File: config.mk
export PLATFORM = sky130hd
export DESIGN_NAME = cps_sequencer
export DESIGN_NICKNAME = d
export VERILOG_FILES = /design/src/inc/cps_pkg.sv /design/src/core/cps_sequencer.sv
export SDC_FILE = /design/constraint.sdc
export NUM_CORES = 1
export LEC_CHECK = 0
export CELL_PAD_IN_SITES_DETAIL_PLACEMENT = 1
export CELL_PAD_IN_SITES_GLOBAL_PLACEMENT = 1
export CORE_ASPECT_RATIO = 0.8
export CORE_MARGIN = 5
export CORE_UTILIZATION = 50
export DETAILED_ROUTE_END_ITERATION = 8
export DONT_BUFFER_PORTS = 1
export HOLD_SLACK_MARGIN = 0.1
export PLACE_DENSITY = 0.9
export SYNTH_ARGS = -nofsm -noshare
export SYNTH_HDL_FRONTEND = slang
export SYNTH_SLANG_ARGS = --single-unit
File: constraint.sdc
create_clock -name clk -period 5.06 [get_ports clk]
set_input_delay 0.759 -clock clk [delete_from_list [all_inputs] [get_ports clk]]
set_output_delay 0.759 -clock clk [all_outputs]
set_load 0.05 [all_outputs]
File: src/inc/cps_pkg.sv
/*
  Constants shared by the coin payout command sequencer: frame layout, command
  headers, status bit positions, register map and timing counts.
  Assumes a 100 MHz system clock and a byte stream already deframed from the bus.
*/
package cps_pkg;
  // Clock and timing
  localparam int CLK_PERIOD_NS = 10;
  localparam int MS_NS         = 1000000;
  localparam int MS_TICK_CYC   = (MS_NS + CLK_PERIOD_NS - 1) / CLK_PERIOD_NS;
  localparam int OVERCUR_MS    = 160;  // Current above limit this long starts reversal
  localparam int REVERSE_MS    = 250;  // Motor reverse time
  localparam int PWRFAIL_MS    = 20;   // Supply below trip level this long aborts
  localparam int PAYOUT_TO_MS  = 2000; // No coin for this long ends the payout
  // Frame layout
  localparam int HDR_BYTES = 4;
  localparam int MAX_DATA  = 9;
  localparam int KEY_BYTES = 8;
  localparam int TX_MAX    = HDR_BYTES + KEY_BYTES;
  localparam logic [7:0] DEV_ADDR = 8'h03;
  // Command headers
  localparam logic [7:0] HDR_ACK      = 8'h00;
  localparam logic [7:0] HDR_NAK      = 8'h05;
  localparam logic [7:0] CMD_RESET    = 8'h01;
  localparam logic [7:0] CMD_KEY_REQ  = 8'hA0;
  localparam logic [7:0] CMD_RANDOM   = 8'hA1;
  localparam logic [7:0] CMD_TEST     = 8'hA3;
  localparam logic [7:0] CMD_ENABLE   = 8'hA4;
  localparam logic [7:0] ENABLE_CODE  = 8'hA5;
  localparam logic [7:0] CMD_STATUS   = 8'hA6;
  localparam logic [7:0] CMD_DISPENSE = 8'hA7;
  localparam logic [7:0] CMD_DISP_CNT = 8'hA8;
  localparam logic [7:0] CMD_PIN      = 8'hDA;
  localparam logic [7:0] CIPHER_MASK  = 8'h5A; // Arbitrary key transform
  // Keying modes
  typedef enum logic [1:0] {KEY_CIPHER, KEY_DUMMY, KEY_SERIAL} cps_keymode_t;
  // Test status bit positions
  localparam int ST0_EXPIRED  = 0;
  localparam int ST0_BLOCKAGE = 1;
  localparam int ST0_OPTO     = 2;
  localparam int ST0_DISABLED = 7;
  localparam int ST1_RESET    = 0;
  localparam int ST1_PIN_LOCK = 7;
  // Register map (word index)
  localparam logic [1:0] REG_CTRL   = 2'h0;
  localparam logic [1:0] REG_SERIAL = 2'h1;
  localparam logic [1:0] REG_PIN    = 2'h2;
  localparam logic [1:0] REG_STAT   = 2'h3;
  localparam logic [31:0] CTRL_RESET = 32'h0000_0004;
endpackage : cps_pkg

File: src/core/cps_sequencer.sv
/*
  Command interpreter and payout sequencer of a coin dispensing unit.
  Assumes: frame bytes arrive one per rxValid pulse, replies leave under
  txValid/txReady, coin exit, opto, overcurrent and low-supply inputs are
  synchronous levels or pulses.
*/
`timescale 1ns/1ps
// Functional notes
// Test query answers two status bytes: disabled and pin lock state.
// Host sends pin code before enable or dispense when lock active.
// After reset host resends pin code since reset relocks unit.
// Enable command has one data byte; reply is bare acknowledge.
// Randomise command mixes eight host bytes into key, bare acknowledge.
// Key request returns exactly eight security bytes.
// Serial keyed units may skip randomise and key request.
// Cipher mode dispense: eight key bytes then coin count.
// Serial mode dispense: three serial bytes then coin count.
// Host picks dispense key from product configuration.
// Dispense reply holds event counter, bumped on every dispense command.
// Status query returns event, remaining, paid, unpaid.
// Host polls status during payout until remaining is zero.
// Test status flags payout timeout, opto blocking and jam.
// Host may verify totals via status and dispense count queries.
// Host resets on errors, then dispenses promptly after opto errors.
// Host resolves address clashes at start-up.
// Supply low for 20 ms aborts payout, saves counters, resets.
// Above trip level, a jam reverses then restarts the motor.
// Reversal starts after current over limit for 160 ms.
// Dispense during a running payout gets a negative acknowledge.
// Each coin decrements remaining and increments paid.
// Supply sampled once per millisecond.
// Frames carry addresses, length, header, data, zero-sum checksum.
// Dispense with wrong key is refused with negative acknowledge.
module cps_sequencer #(
  parameter int unsigned MS_CYCLES = cps_pkg::MS_TICK_CYC, // Clock cycles per ms
  parameter logic [7:0]  OWN_ADDR  = cps_pkg::DEV_ADDR     // Bus address
) (
  input  wire logic        clk,          // System clock
  input  wire logic        resetn,       // Sync reset, active low
  input  wire logic [7:0]  rxByte,       // Received frame byte
  input  wire logic        rxValid,      // Received byte strobe
  output logic      [7:0]  txByte,       // Reply byte
  output logic             txValid,      // Reply byte valid
  input  wire logic        txReady,      // Reply byte taken
  input  wire logic [1:0]  regAddr,      // Register index
  input  wire logic [31:0] regWdata,     // Register write data
  input  wire logic        regWr,        // Register write strobe
  input  wire logic        regRd,        // Register read strobe
  output logic      [31:0] regRdata,     // Read data, cycle after strobe
  input  wire logic        coinSeen,     // One pulse per coin leaving
  input  wire logic        optoBlocked,  // Coin exit opto blocked
  input  wire logic        overCurrent,  // Motor current above limit
  input  wire logic        supplyLow,    // Supply below supply_trip_level
  output logic             motorRun,     // Motor forward
  output logic             motorReverse, // Motor reverse
  output logic             saveReq       // Pulse: store counters
);
  import cps_pkg::*;
  typedef enum logic [1:0] {TX_IDLE, TX_DATA, TX_SUM} cps_tx_t;
  logic [31:0] ctrl, serialNo, pinCode, msCnt;
  logic [4:0]  rxIdx;
  logic [7:0]  rxSum, rxDest, rxLen, rxSrc, rxHdr, txSum, eventCnt, coinsLeft, coinsPaid, coinsUnpaid;
  logic [7:0]  rxData [0:MAX_DATA-1];
  logic [7:0]  txBuf [0:TX_MAX-1];
  logic [3:0]  txN, txPos;
  cps_tx_t     txState;
  logic [63:0] secKey;
  logic [23:0] lifeCnt;
  logic [8:0]  ocCnt, revCnt;
  logic [4:0]  pfCnt;
  logic [11:0] idleMs;
  logic        cmdGo, txStart, keyFetched, enabled, unlocked, payoutActive, resetOcc, msTick;
  logic        expiredFlag, blockageFlag, optoFlag, keyOk, dispOk, jamTrip, pfTrip, timeoutTrip;
  // Millisecond enable; all slow timers count this pulse
  always_ff @(posedge clk) begin
    if (!resetn) begin
      {msCnt, msTick} <= '0;
    end else begin
      msTick <= (msCnt == MS_CYCLES - 1);
      msCnt  <= (msCnt == MS_CYCLES - 1) ? '0 : msCnt + 32'd1;
    end
  end
  // Frame receiver: checksum over every byte must come to zero
  always_ff @(posedge clk) begin
    if (!resetn) begin
      rxIdx <= '0;
      rxSum <= '0;
      cmdGo <= 1'b0;
      {rxDest, rxLen, rxSrc, rxHdr} <= '0;
    end else begin
      cmdGo <= 1'b0;
      if (rxValid) begin
        rxSum <= rxSum + rxByte;
        rxIdx <= rxIdx + 5'd1;
        case (rxIdx)
          5'h00: rxDest <= rxByte;
          5'h01: rxLen  <= rxByte;
          5'h02: rxSrc  <= rxByte;
          5'h03: rxHdr  <= rxByte;
          default: ;
        endcase
        // Oversized frames resync at once rather than overrun the buffer
        if (rxIdx == 5'd2 && rxLen > 8'(MAX_DATA)) begin
          rxIdx <= '0;
          rxSum <= '0;
        end else if (rxIdx >= 5'd4 && {3'h0, rxIdx} == rxLen + 8'd4) begin
          rxIdx <= '0;
          rxSum <= '0;
          // Busy transmitter drops the frame; host retries on timeout
          cmdGo <= (8'(rxSum + rxByte) == 8'h00) && rxDest == OWN_ADDR && txState == TX_IDLE;
        end
      end
    end
  end

  // Data bytes kept in place for the executor
  always_ff @(posedge clk) begin
    if (rxValid && rxIdx >= 5'd4 && rxIdx < 5'(HDR_BYTES + MAX_DATA))
      rxData[4'(rxIdx - 5'd4)] <= rxByte;
  end

  // Dispense key check per keying mode
  always_comb begin
    keyOk = 1'b0;
    case (cps_keymode_t'(ctrl[1:0]))
      KEY_CIPHER: begin
        keyOk = (rxLen == 8'd9) && keyFetched;
        for (int i = 0; i < KEY_BYTES; i++)
          if (rxData[i] != (secKey[8*i +: 8] ^ CIPHER_MASK)) keyOk = 1'b0;
      end
      KEY_DUMMY:  keyOk = (rxLen == 8'd9) && keyFetched;
      KEY_SERIAL: keyOk = (rxLen == 8'd4) && {rxData[2], rxData[1], rxData[0]} == serialNo[23:0];
      default:    keyOk = 1'b0;
    endcase
    dispOk = keyOk && enabled && (unlocked || !ctrl[2]) && !payoutActive && !optoFlag;
  end

  // Command execution, payout counters and unit state
  always_ff @(posedge clk) begin : execP
    logic [3:0] rl;
    logic [7:0] rh;
    if (!resetn) begin
      txStart <= 1'b0;
      txN <= '0;
      secKey <= 64'h0123_4567_89AB_CDEF;
      {keyFetched, enabled, unlocked, payoutActive} <= '0;
      resetOcc <= 1'b1;
      {expiredFlag, blockageFlag, optoFlag} <= '0;
      {eventCnt, coinsLeft, coinsPaid, coinsUnpaid} <= '0;
      lifeCnt <= '0;
    end else begin
      txStart <= 1'b0;
      rl = 4'd0;
      rh = HDR_ACK;
      // Coin and abort events during the payout
      if (payoutActive && coinSeen) begin
        coinsLeft <= coinsLeft - 8'd1;
        coinsPaid <= coinsPaid + 8'd1;
        lifeCnt   <= lifeCnt + 24'd1;
        if (coinsLeft == 8'd1) payoutActive <= 1'b0;
      end else if (payoutActive && (timeoutTrip || pfTrip)) begin
        coinsUnpaid  <= coinsLeft;
        coinsLeft    <= '0;
        payoutActive <= 1'b0;
      end
      if (cmdGo) begin
        case (rxHdr)
          CMD_TEST: begin
            rl = 4'd2;
            txBuf[4] <= {!enabled, 4'h0, optoFlag, blockageFlag, expiredFlag};
            txBuf[5] <= {ctrl[2] && !unlocked, 6'h0, resetOcc};
          end
          CMD_ENABLE: enabled <= (rxData[0] == ENABLE_CODE);
          CMD_PIN: unlocked <= {rxData[3], rxData[2], rxData[1], rxData[0]} == pinCode;
          CMD_RANDOM: begin
            for (int i = 0; i < KEY_BYTES; i++)
              secKey[8*i +: 8] <= {secKey[8*i +: 7], secKey[8*i+7] ^ secKey[63]} ^ rxData[i];
            keyFetched <= 1'b0;
          end
          CMD_KEY_REQ: begin
            rl = 4'd8;
            for (int i = 0; i < KEY_BYTES; i++)
              txBuf[HDR_BYTES + i] <= secKey[8*i +: 8];
            keyFetched <= 1'b1;
          end
          CMD_DISPENSE: begin
            eventCnt <= eventCnt + 8'd1;
            rl = 4'd1;
            txBuf[4] <= eventCnt + 8'd1;
            if (dispOk && rxData[4'(rxLen - 8'd1)] != 8'h00) begin
              coinsLeft    <= rxData[4'(rxLen - 8'd1)];
              coinsPaid    <= '0;
              coinsUnpaid  <= '0;
              payoutActive <= 1'b1;
              keyFetched   <= 1'b0;
              {expiredFlag, blockageFlag} <= '0;
            end else if (!dispOk) begin
              rl = 4'd0;
              rh = HDR_NAK;
            end
          end
          CMD_STATUS: begin
            rl = 4'd4;
            txBuf[4] <= eventCnt;
            txBuf[5] <= coinsLeft;
            txBuf[6] <= coinsPaid;
            txBuf[7] <= coinsUnpaid;
          end
          CMD_DISP_CNT: begin
            rl = 4'd3;
            {txBuf[6], txBuf[5], txBuf[4]} <= lifeCnt;
          end
          CMD_RESET: begin
            {enabled, unlocked, keyFetched, payoutActive} <= '0;
            {expiredFlag, blockageFlag, optoFlag} <= '0;
            coinsLeft <= '0;
            resetOcc  <= 1'b1;
          end
          default: rh = 8'hFF; // Unknown header: stay silent
        endcase
        if (rh != 8'hFF) begin
          txBuf[0] <= rxSrc;
          txBuf[1] <= {4'h0, rl};
          txBuf[2] <= OWN_ADDR;
          txBuf[3] <= rh;
          txN      <= rl + 4'(HDR_BYTES);
          txStart  <= 1'b1;
        end
        if (rxHdr == CMD_ENABLE) resetOcc <= 1'b0;
      end
      // Power fail relocks and disables like a reset
      if (pfTrip) begin
        {enabled, unlocked, keyFetched} <= '0;
        resetOcc <= 1'b1;
      end
      // Sticky error flags; a set in the clearing cycle wins
      if (timeoutTrip && payoutActive) expiredFlag <= 1'b1;
      if (jamTrip) blockageFlag <= 1'b1;
      if (optoBlocked) optoFlag <= 1'b1;
    end
  end

  // Reply transmitter, checksum appended on the fly
  always_ff @(posedge clk) begin
    if (!resetn) begin
      txState <= TX_IDLE;
      {txValid, txByte, txPos, txSum} <= '0;
    end else begin
      case (txState)
        TX_IDLE: if (txStart) begin
          txState <= TX_DATA;
          txValid <= 1'b1;
          txByte  <= txBuf[0];
          txSum   <= txBuf[0];
          txPos   <= 4'd1;
        end
        TX_DATA: if (txReady) begin
          if (txPos == txN) begin
            txState <= TX_SUM;
            txByte  <= 8'h00 - txSum;
          end else begin
            txByte <= txBuf[txPos];
            txSum  <= txSum + txBuf[txPos];
            txPos  <= txPos + 4'd1;
          end
        end
        TX_SUM: if (txReady) begin
          txState <= TX_IDLE;
          txValid <= 1'b0;
        end
        default: txState <= TX_IDLE;
      endcase
    end
  end

  // Motor drive with anti-jam reversal and payout timeout
  always_ff @(posedge clk) begin
    if (!resetn) begin
      {motorRun, motorReverse, jamTrip, timeoutTrip, ocCnt, revCnt, idleMs} <= '0;
    end else begin
      jamTrip     <= 1'b0;
      timeoutTrip <= 1'b0;
      if (!payoutActive || pfTrip) begin
        {motorRun, motorReverse, ocCnt, revCnt, idleMs} <= '0;
      end else if (motorReverse) begin
        motorRun <= 1'b0;
        if (msTick) revCnt <= revCnt + 9'd1;
        if (msTick && revCnt == 9'(REVERSE_MS - 1)) begin
          motorReverse <= 1'b0;
          revCnt <= '0;
        end
      end else begin
        motorRun <= 1'b1;
        // Current must stay high on every ms sample without a break
        if (msTick) ocCnt <= overCurrent ? ocCnt + 9'd1 : '0;
        if (msTick && overCurrent && ocCnt == 9'(OVERCUR_MS - 1) && !supplyLow) begin
          motorReverse <= 1'b1;
          motorRun <= 1'b0;
          jamTrip  <= 1'b1;
          ocCnt    <= '0;
        end
      end
      if (payoutActive && coinSeen) idleMs <= '0;
      else if (payoutActive && msTick) begin
        idleMs <= idleMs + 12'd1;
        timeoutTrip <= (idleMs == 12'(PAYOUT_TO_MS - 1));
      end
    end
  end

  // Supply watch: sampled each ms, trips once after 20 low samples
  always_ff @(posedge clk) begin
    if (!resetn) begin
      {pfCnt, pfTrip, saveReq} <= '0;
    end else begin
      pfTrip  <= 1'b0;
      saveReq <= pfTrip;
      if (msTick) begin
        pfCnt <= !supplyLow ? '0 : (pfCnt == 5'(PWRFAIL_MS)) ? pfCnt : pfCnt + 5'd1;
        pfTrip <= supplyLow && pfCnt == 5'(PWRFAIL_MS - 1);
      end
    end
  end

  // Register port; read data stands the cycle after the strobe
  always_ff @(posedge clk) begin
    if (!resetn) begin
      ctrl     <= CTRL_RESET;
      {serialNo, pinCode, regRdata} <= '0;
    end else begin
      if (regWr) begin
        case (regAddr)
          REG_CTRL:   ctrl     <= {29'h0, regWdata[2:0]};
          REG_SERIAL: serialNo <= {8'h00, regWdata[23:0]};
          REG_PIN:    pinCode  <= regWdata;
          default: ;
        endcase
      end
      regRdata <= '0; // Read data stand one cycle only
      if (regRd) begin
        case (regAddr)
          REG_CTRL:   regRdata <= ctrl;
          REG_SERIAL: regRdata <= serialNo;
          REG_PIN:    regRdata <= pinCode;
          REG_STAT:   regRdata <= {5'h0, unlocked, enabled, payoutActive, eventCnt, coinsPaid, coinsLeft};
          default:    regRdata <= '0;
        endcase
      end
    end
  end

  a_test_reply: assert property (@(posedge clk) disable iff (!resetn)
    cmdGo && rxHdr == CMD_TEST |=> txStart && txN == 4'd6) else $error("test reply length wrong");
  a_key_reply: assert property (@(posedge clk) disable iff (!resetn)
    cmdGo && rxHdr == CMD_KEY_REQ |=> txBuf[1] == 8'd8 && keyFetched) else $error("key reply wrong");
  a_event_bump: assert property (@(posedge clk) disable iff (!resetn)
    cmdGo && rxHdr == CMD_DISPENSE |=> eventCnt == $past(eventCnt) + 8'd1) else $error("event not bumped");
  a_busy_refuse: assert property (@(posedge clk) disable iff (!resetn)
    cmdGo && rxHdr == CMD_DISPENSE && payoutActive |=> txBuf[3] == HDR_NAK) else $error("busy not refused");
  a_coin_count: assert property (@(posedge clk) disable iff (!resetn)
    payoutActive && coinSeen |=> coinsPaid == $past(coinsPaid) + 8'd1 && coinsLeft == $past(coinsLeft) - 8'd1)
    else $error("coin count wrong");
  a_power_abort: assert property (@(posedge clk) disable iff (!resetn)
    pfTrip |=> !payoutActive && !enabled && saveReq ##1 !motorRun && !saveReq) else $error("power fail not handled");
  a_jam_reverse: assert property (@(posedge clk) disable iff (!resetn)
    jamTrip |-> motorReverse && !motorRun && $past(overCurrent)) else $error("reversal wrong");
  a_reply_sum: assert property (@(posedge clk) disable iff (!resetn)
    txState == TX_SUM && txValid |-> 8'(txSum + txByte) == 8'h00) else $error("reply checksum bad");
endmodule : cps_sequencer

==> metrics.yaml <==
fp-row-count: 76
leakage_nw: 10.3
cts_max_level: 2
r2r_cells: 12
hold_slack_ns: 0.204
fp.dieW_um: 269
vias: 22000
cts-resized-gates: 0
synth_xor_area_frac: 0.0907
synth_mux_area_frac: 0.0638
clockBufferDepth: 3
synthFlopType: "dfxtp_1"
crit_cells: 12
final_cell_area_mm2: 0.0296
area.growth.synth_to_final_pct: 9.97
yosys_warnings: 0
die-height_um: 218
cp_common_cell: "a21oi_1"
clock_latency_ns: 0.65
hold_buffers: 0
power.density_mw_per_mm2: 335
core-area_mm2: 0.0535
seq_area_frac_synth: 0.503
post_cts_buffers: 0
dr.pass1.iters: 6
synth_top_family_by_area: "simple AND/OR/NAND/NOR gates"
worst_path_max_delay_cell: "dfxtp_1"
grt_max_degree: 108
grt.met1_usage: 0.397
final_common_cell: "nand2_1"
finalCriticalPeriod_ns: 3.72
ant_nets: 0
netlist_instances: 2702
fin_tns_setup_ns: 0
drt_iter0_markers: 2180
synth_edf_count: 206
cp-start-kind: "flip-flop"
critical_path_required_ns: 5.59
fin_nets: 2764
path_clk_slew_ns: 0.07
antenna_found_initial: 5
grt_util_met3: 0.0745
overflow: 0
start_util: 0.503
drive_gt1_frac: 0.0915
numCtsBuffers: 57
busiest_layer: "met2"
path_cells: "buf_4 > mux4_2 > nor2b_1 > o32ai_1 > ha_1 > a21oi_1 > o21bai_1 > a21oi_1 > o21ai_0 > xnor2_1 > nand2_1 > a31oi_1"
synthDistinctLibCells: 83
final_cells: 3424
viasPerCell: 6.43
ios: 96
clkSinkCount: 573
portBuffers: 0
synthAdderAreaFrac: 0.0192
drt-wirelength-per-cell_um: 27.7
irDropWorstVdd_v: 0.000312
rsz0062_at_grt: "no"
min_period_over_period: 0.735
drv_slew: 0
drc: 0
dpl_worst_slack_ns: 1.36
cp_slowest_stage_delay_ns: 0.93
cp-end-kind: "flip-flop"
skew_ns: 0.0374
place_congestion: 0.989
cp_top_family: "compound AO/OA/AOI/OAI gates"
maxCapViolCount: 0
met2_usage: 0.512
setup_ws_ns: 1.34
grt_pass1_wl_mm: 142
syn_area_mm2: 0.0269
dieArea_mm2: 0.0586
synth-seq-cells: 573
max_freq_ghz: 0.269
path_class: "reg2reg"
avgSynthCellArea_um2: 9.96
synthSimpleGateAreaFrac: 0.187
arrival_ns: 4.25
final_core_util: 0.553
async_reset_ff_frac: 0
layout_common_cells: "nand2_1, dfxtp_1, nor2_1"
relSlewSlack: 0.168
cts_root_buf: "clkbuf_16"
tightest_slew_ns: 1.25
grt_use_total: 0.312
hold_depth: 1
hpwl_mm: 67.0
power_mw: 9.92
cts_tree: "built"
hold_path_class: "in2reg"
postPlaceCellArea_mm2: 0.0276
status: "finished, final reports clean"
path_buf_inv: 1
grt_pass1_vias: 22900
setup_viol: 0
routed_wl_mm: 94.8
timing_hold_violations_final: 0
path_max_fanout: 19
post-place-cells: 3315
synth_compound_area_frac: 0.105
[flip-flops by register name, summed over array words and instances (netlist names), 5 cells and up]
signal / flops
rxSrc: 8
serialNo: 24
rxHdr: 8
lifeCnt: 24
rxLen: 8
secKey: 64
pinCode: 32
revCnt: 9
msCnt: 32
rxIdx: 5
rxDest: 8
txByte: 8
coinsPaid: 8
pfCnt: 5
coinsLeft: 8
txBuf: 78
eventCnt: 8
txSum: 8
idleMs: 12
coinsUnpaid: 8
rxSum: 8
rxData: 128
regRdata: 32
ocCnt: 9
[routing by layer]
layer,share of wire,vias to the layer above
met5,0.00033,-
met4,0.051,4
met3,0.091,299
met2,0.46,1077
met1,0.39,11100
li1,-,9537
[kinds of logic after synthesis]
group / Yosys count
flops: 573
fa+ha+maj: 40
buf+inv: 204
mux: 106
other cells: 1
simple gates: 1061
compound gates: 439
xor+xnor: 278
[cell usage after synthesis (31+ instances only)]
| master | instances | area (um^2) |
|---|---|---|
| and2_1 | 37 | 231 |
| a211oi_1 | 49 | 368 |
| dfxtp_1 | 367 | 7350 |
| ha_1 | 38 | 475 |
| nand3_1 | 99 | 495 |
| nand4_1 | 39 | 244 |
| mux2_2 | 31 | 349 |
| edfxtp_1 | 206 | 6190 |
| nor4_1 | 54 | 338 |
| nor2_1 | 256 | 961 |
| xnor2_1 | 138 | 1210 |
| clkbuf_1 | 131 | 492 |
| mux4_2 | 48 | 1080 |
| xor2_1 | 139 | 1220 |
| nand2_1 | 373 | 1400 |
| o21ai_0 | 55 | 275 |
| a21oi_1 | 176 | 881 |
| inv_1 | 46 | 173 |
| nor2b_1 | 37 | 231 |
| nor3_1 | 36 | 180 |
| a22oi_1 | 36 | 270 |
[power breakdown]
part / total, mW / internal, mW / switching, mW
Sequential: 4.89 / 4.82 / 0.0682
Clock: 4.60 / 2.70 / 1.90
Combinational: 0.433 / 0.155 / 0.278
[worst reg2reg max path, stage by stage, from the launching register on]
cell and delay [ns]:
dfxtp_1 0.93, buf_4 0.37, mux4_2 0.52, nor2b_1 0.14, o32ai_1 0.12, ha_1 0.35, a21oi_1 0.24, o21bai_1 0.09
a21oi_1 0.25, o21ai_0 0.16, xnor2_1 0.17, nand2_1 0.07, a31oi_1 0.22
[cell type report]
| type | count | area [um^2] |
|---|---|---|
| clock buffers | 82 | 1660 |
| diodes | 1 | 2.50 |
| repair buffers | 36 | 270 |
| multi-input cells | 1956 | 12700 |
| flip-flops and latches | 573 | 13500 |
| well taps | 702 | 878 |
| inverters | 48 | 185 |
| clock inverters | 26 | 364 |
| fillers | 5775 | 23900 |
[final timing paths]
check / start / to / slack, ns
worst max-delay path: txPos[0] / txSum[7] / 1.34
worst min-delay path: overCurrent / motorRun / 0.20
worst max register to register: txPos[0] / txSum[7] / 1.34
worst min register to register: rxSrc[7] / txBuf[95] / 0.44
Power figures use the tool's default switching activity.
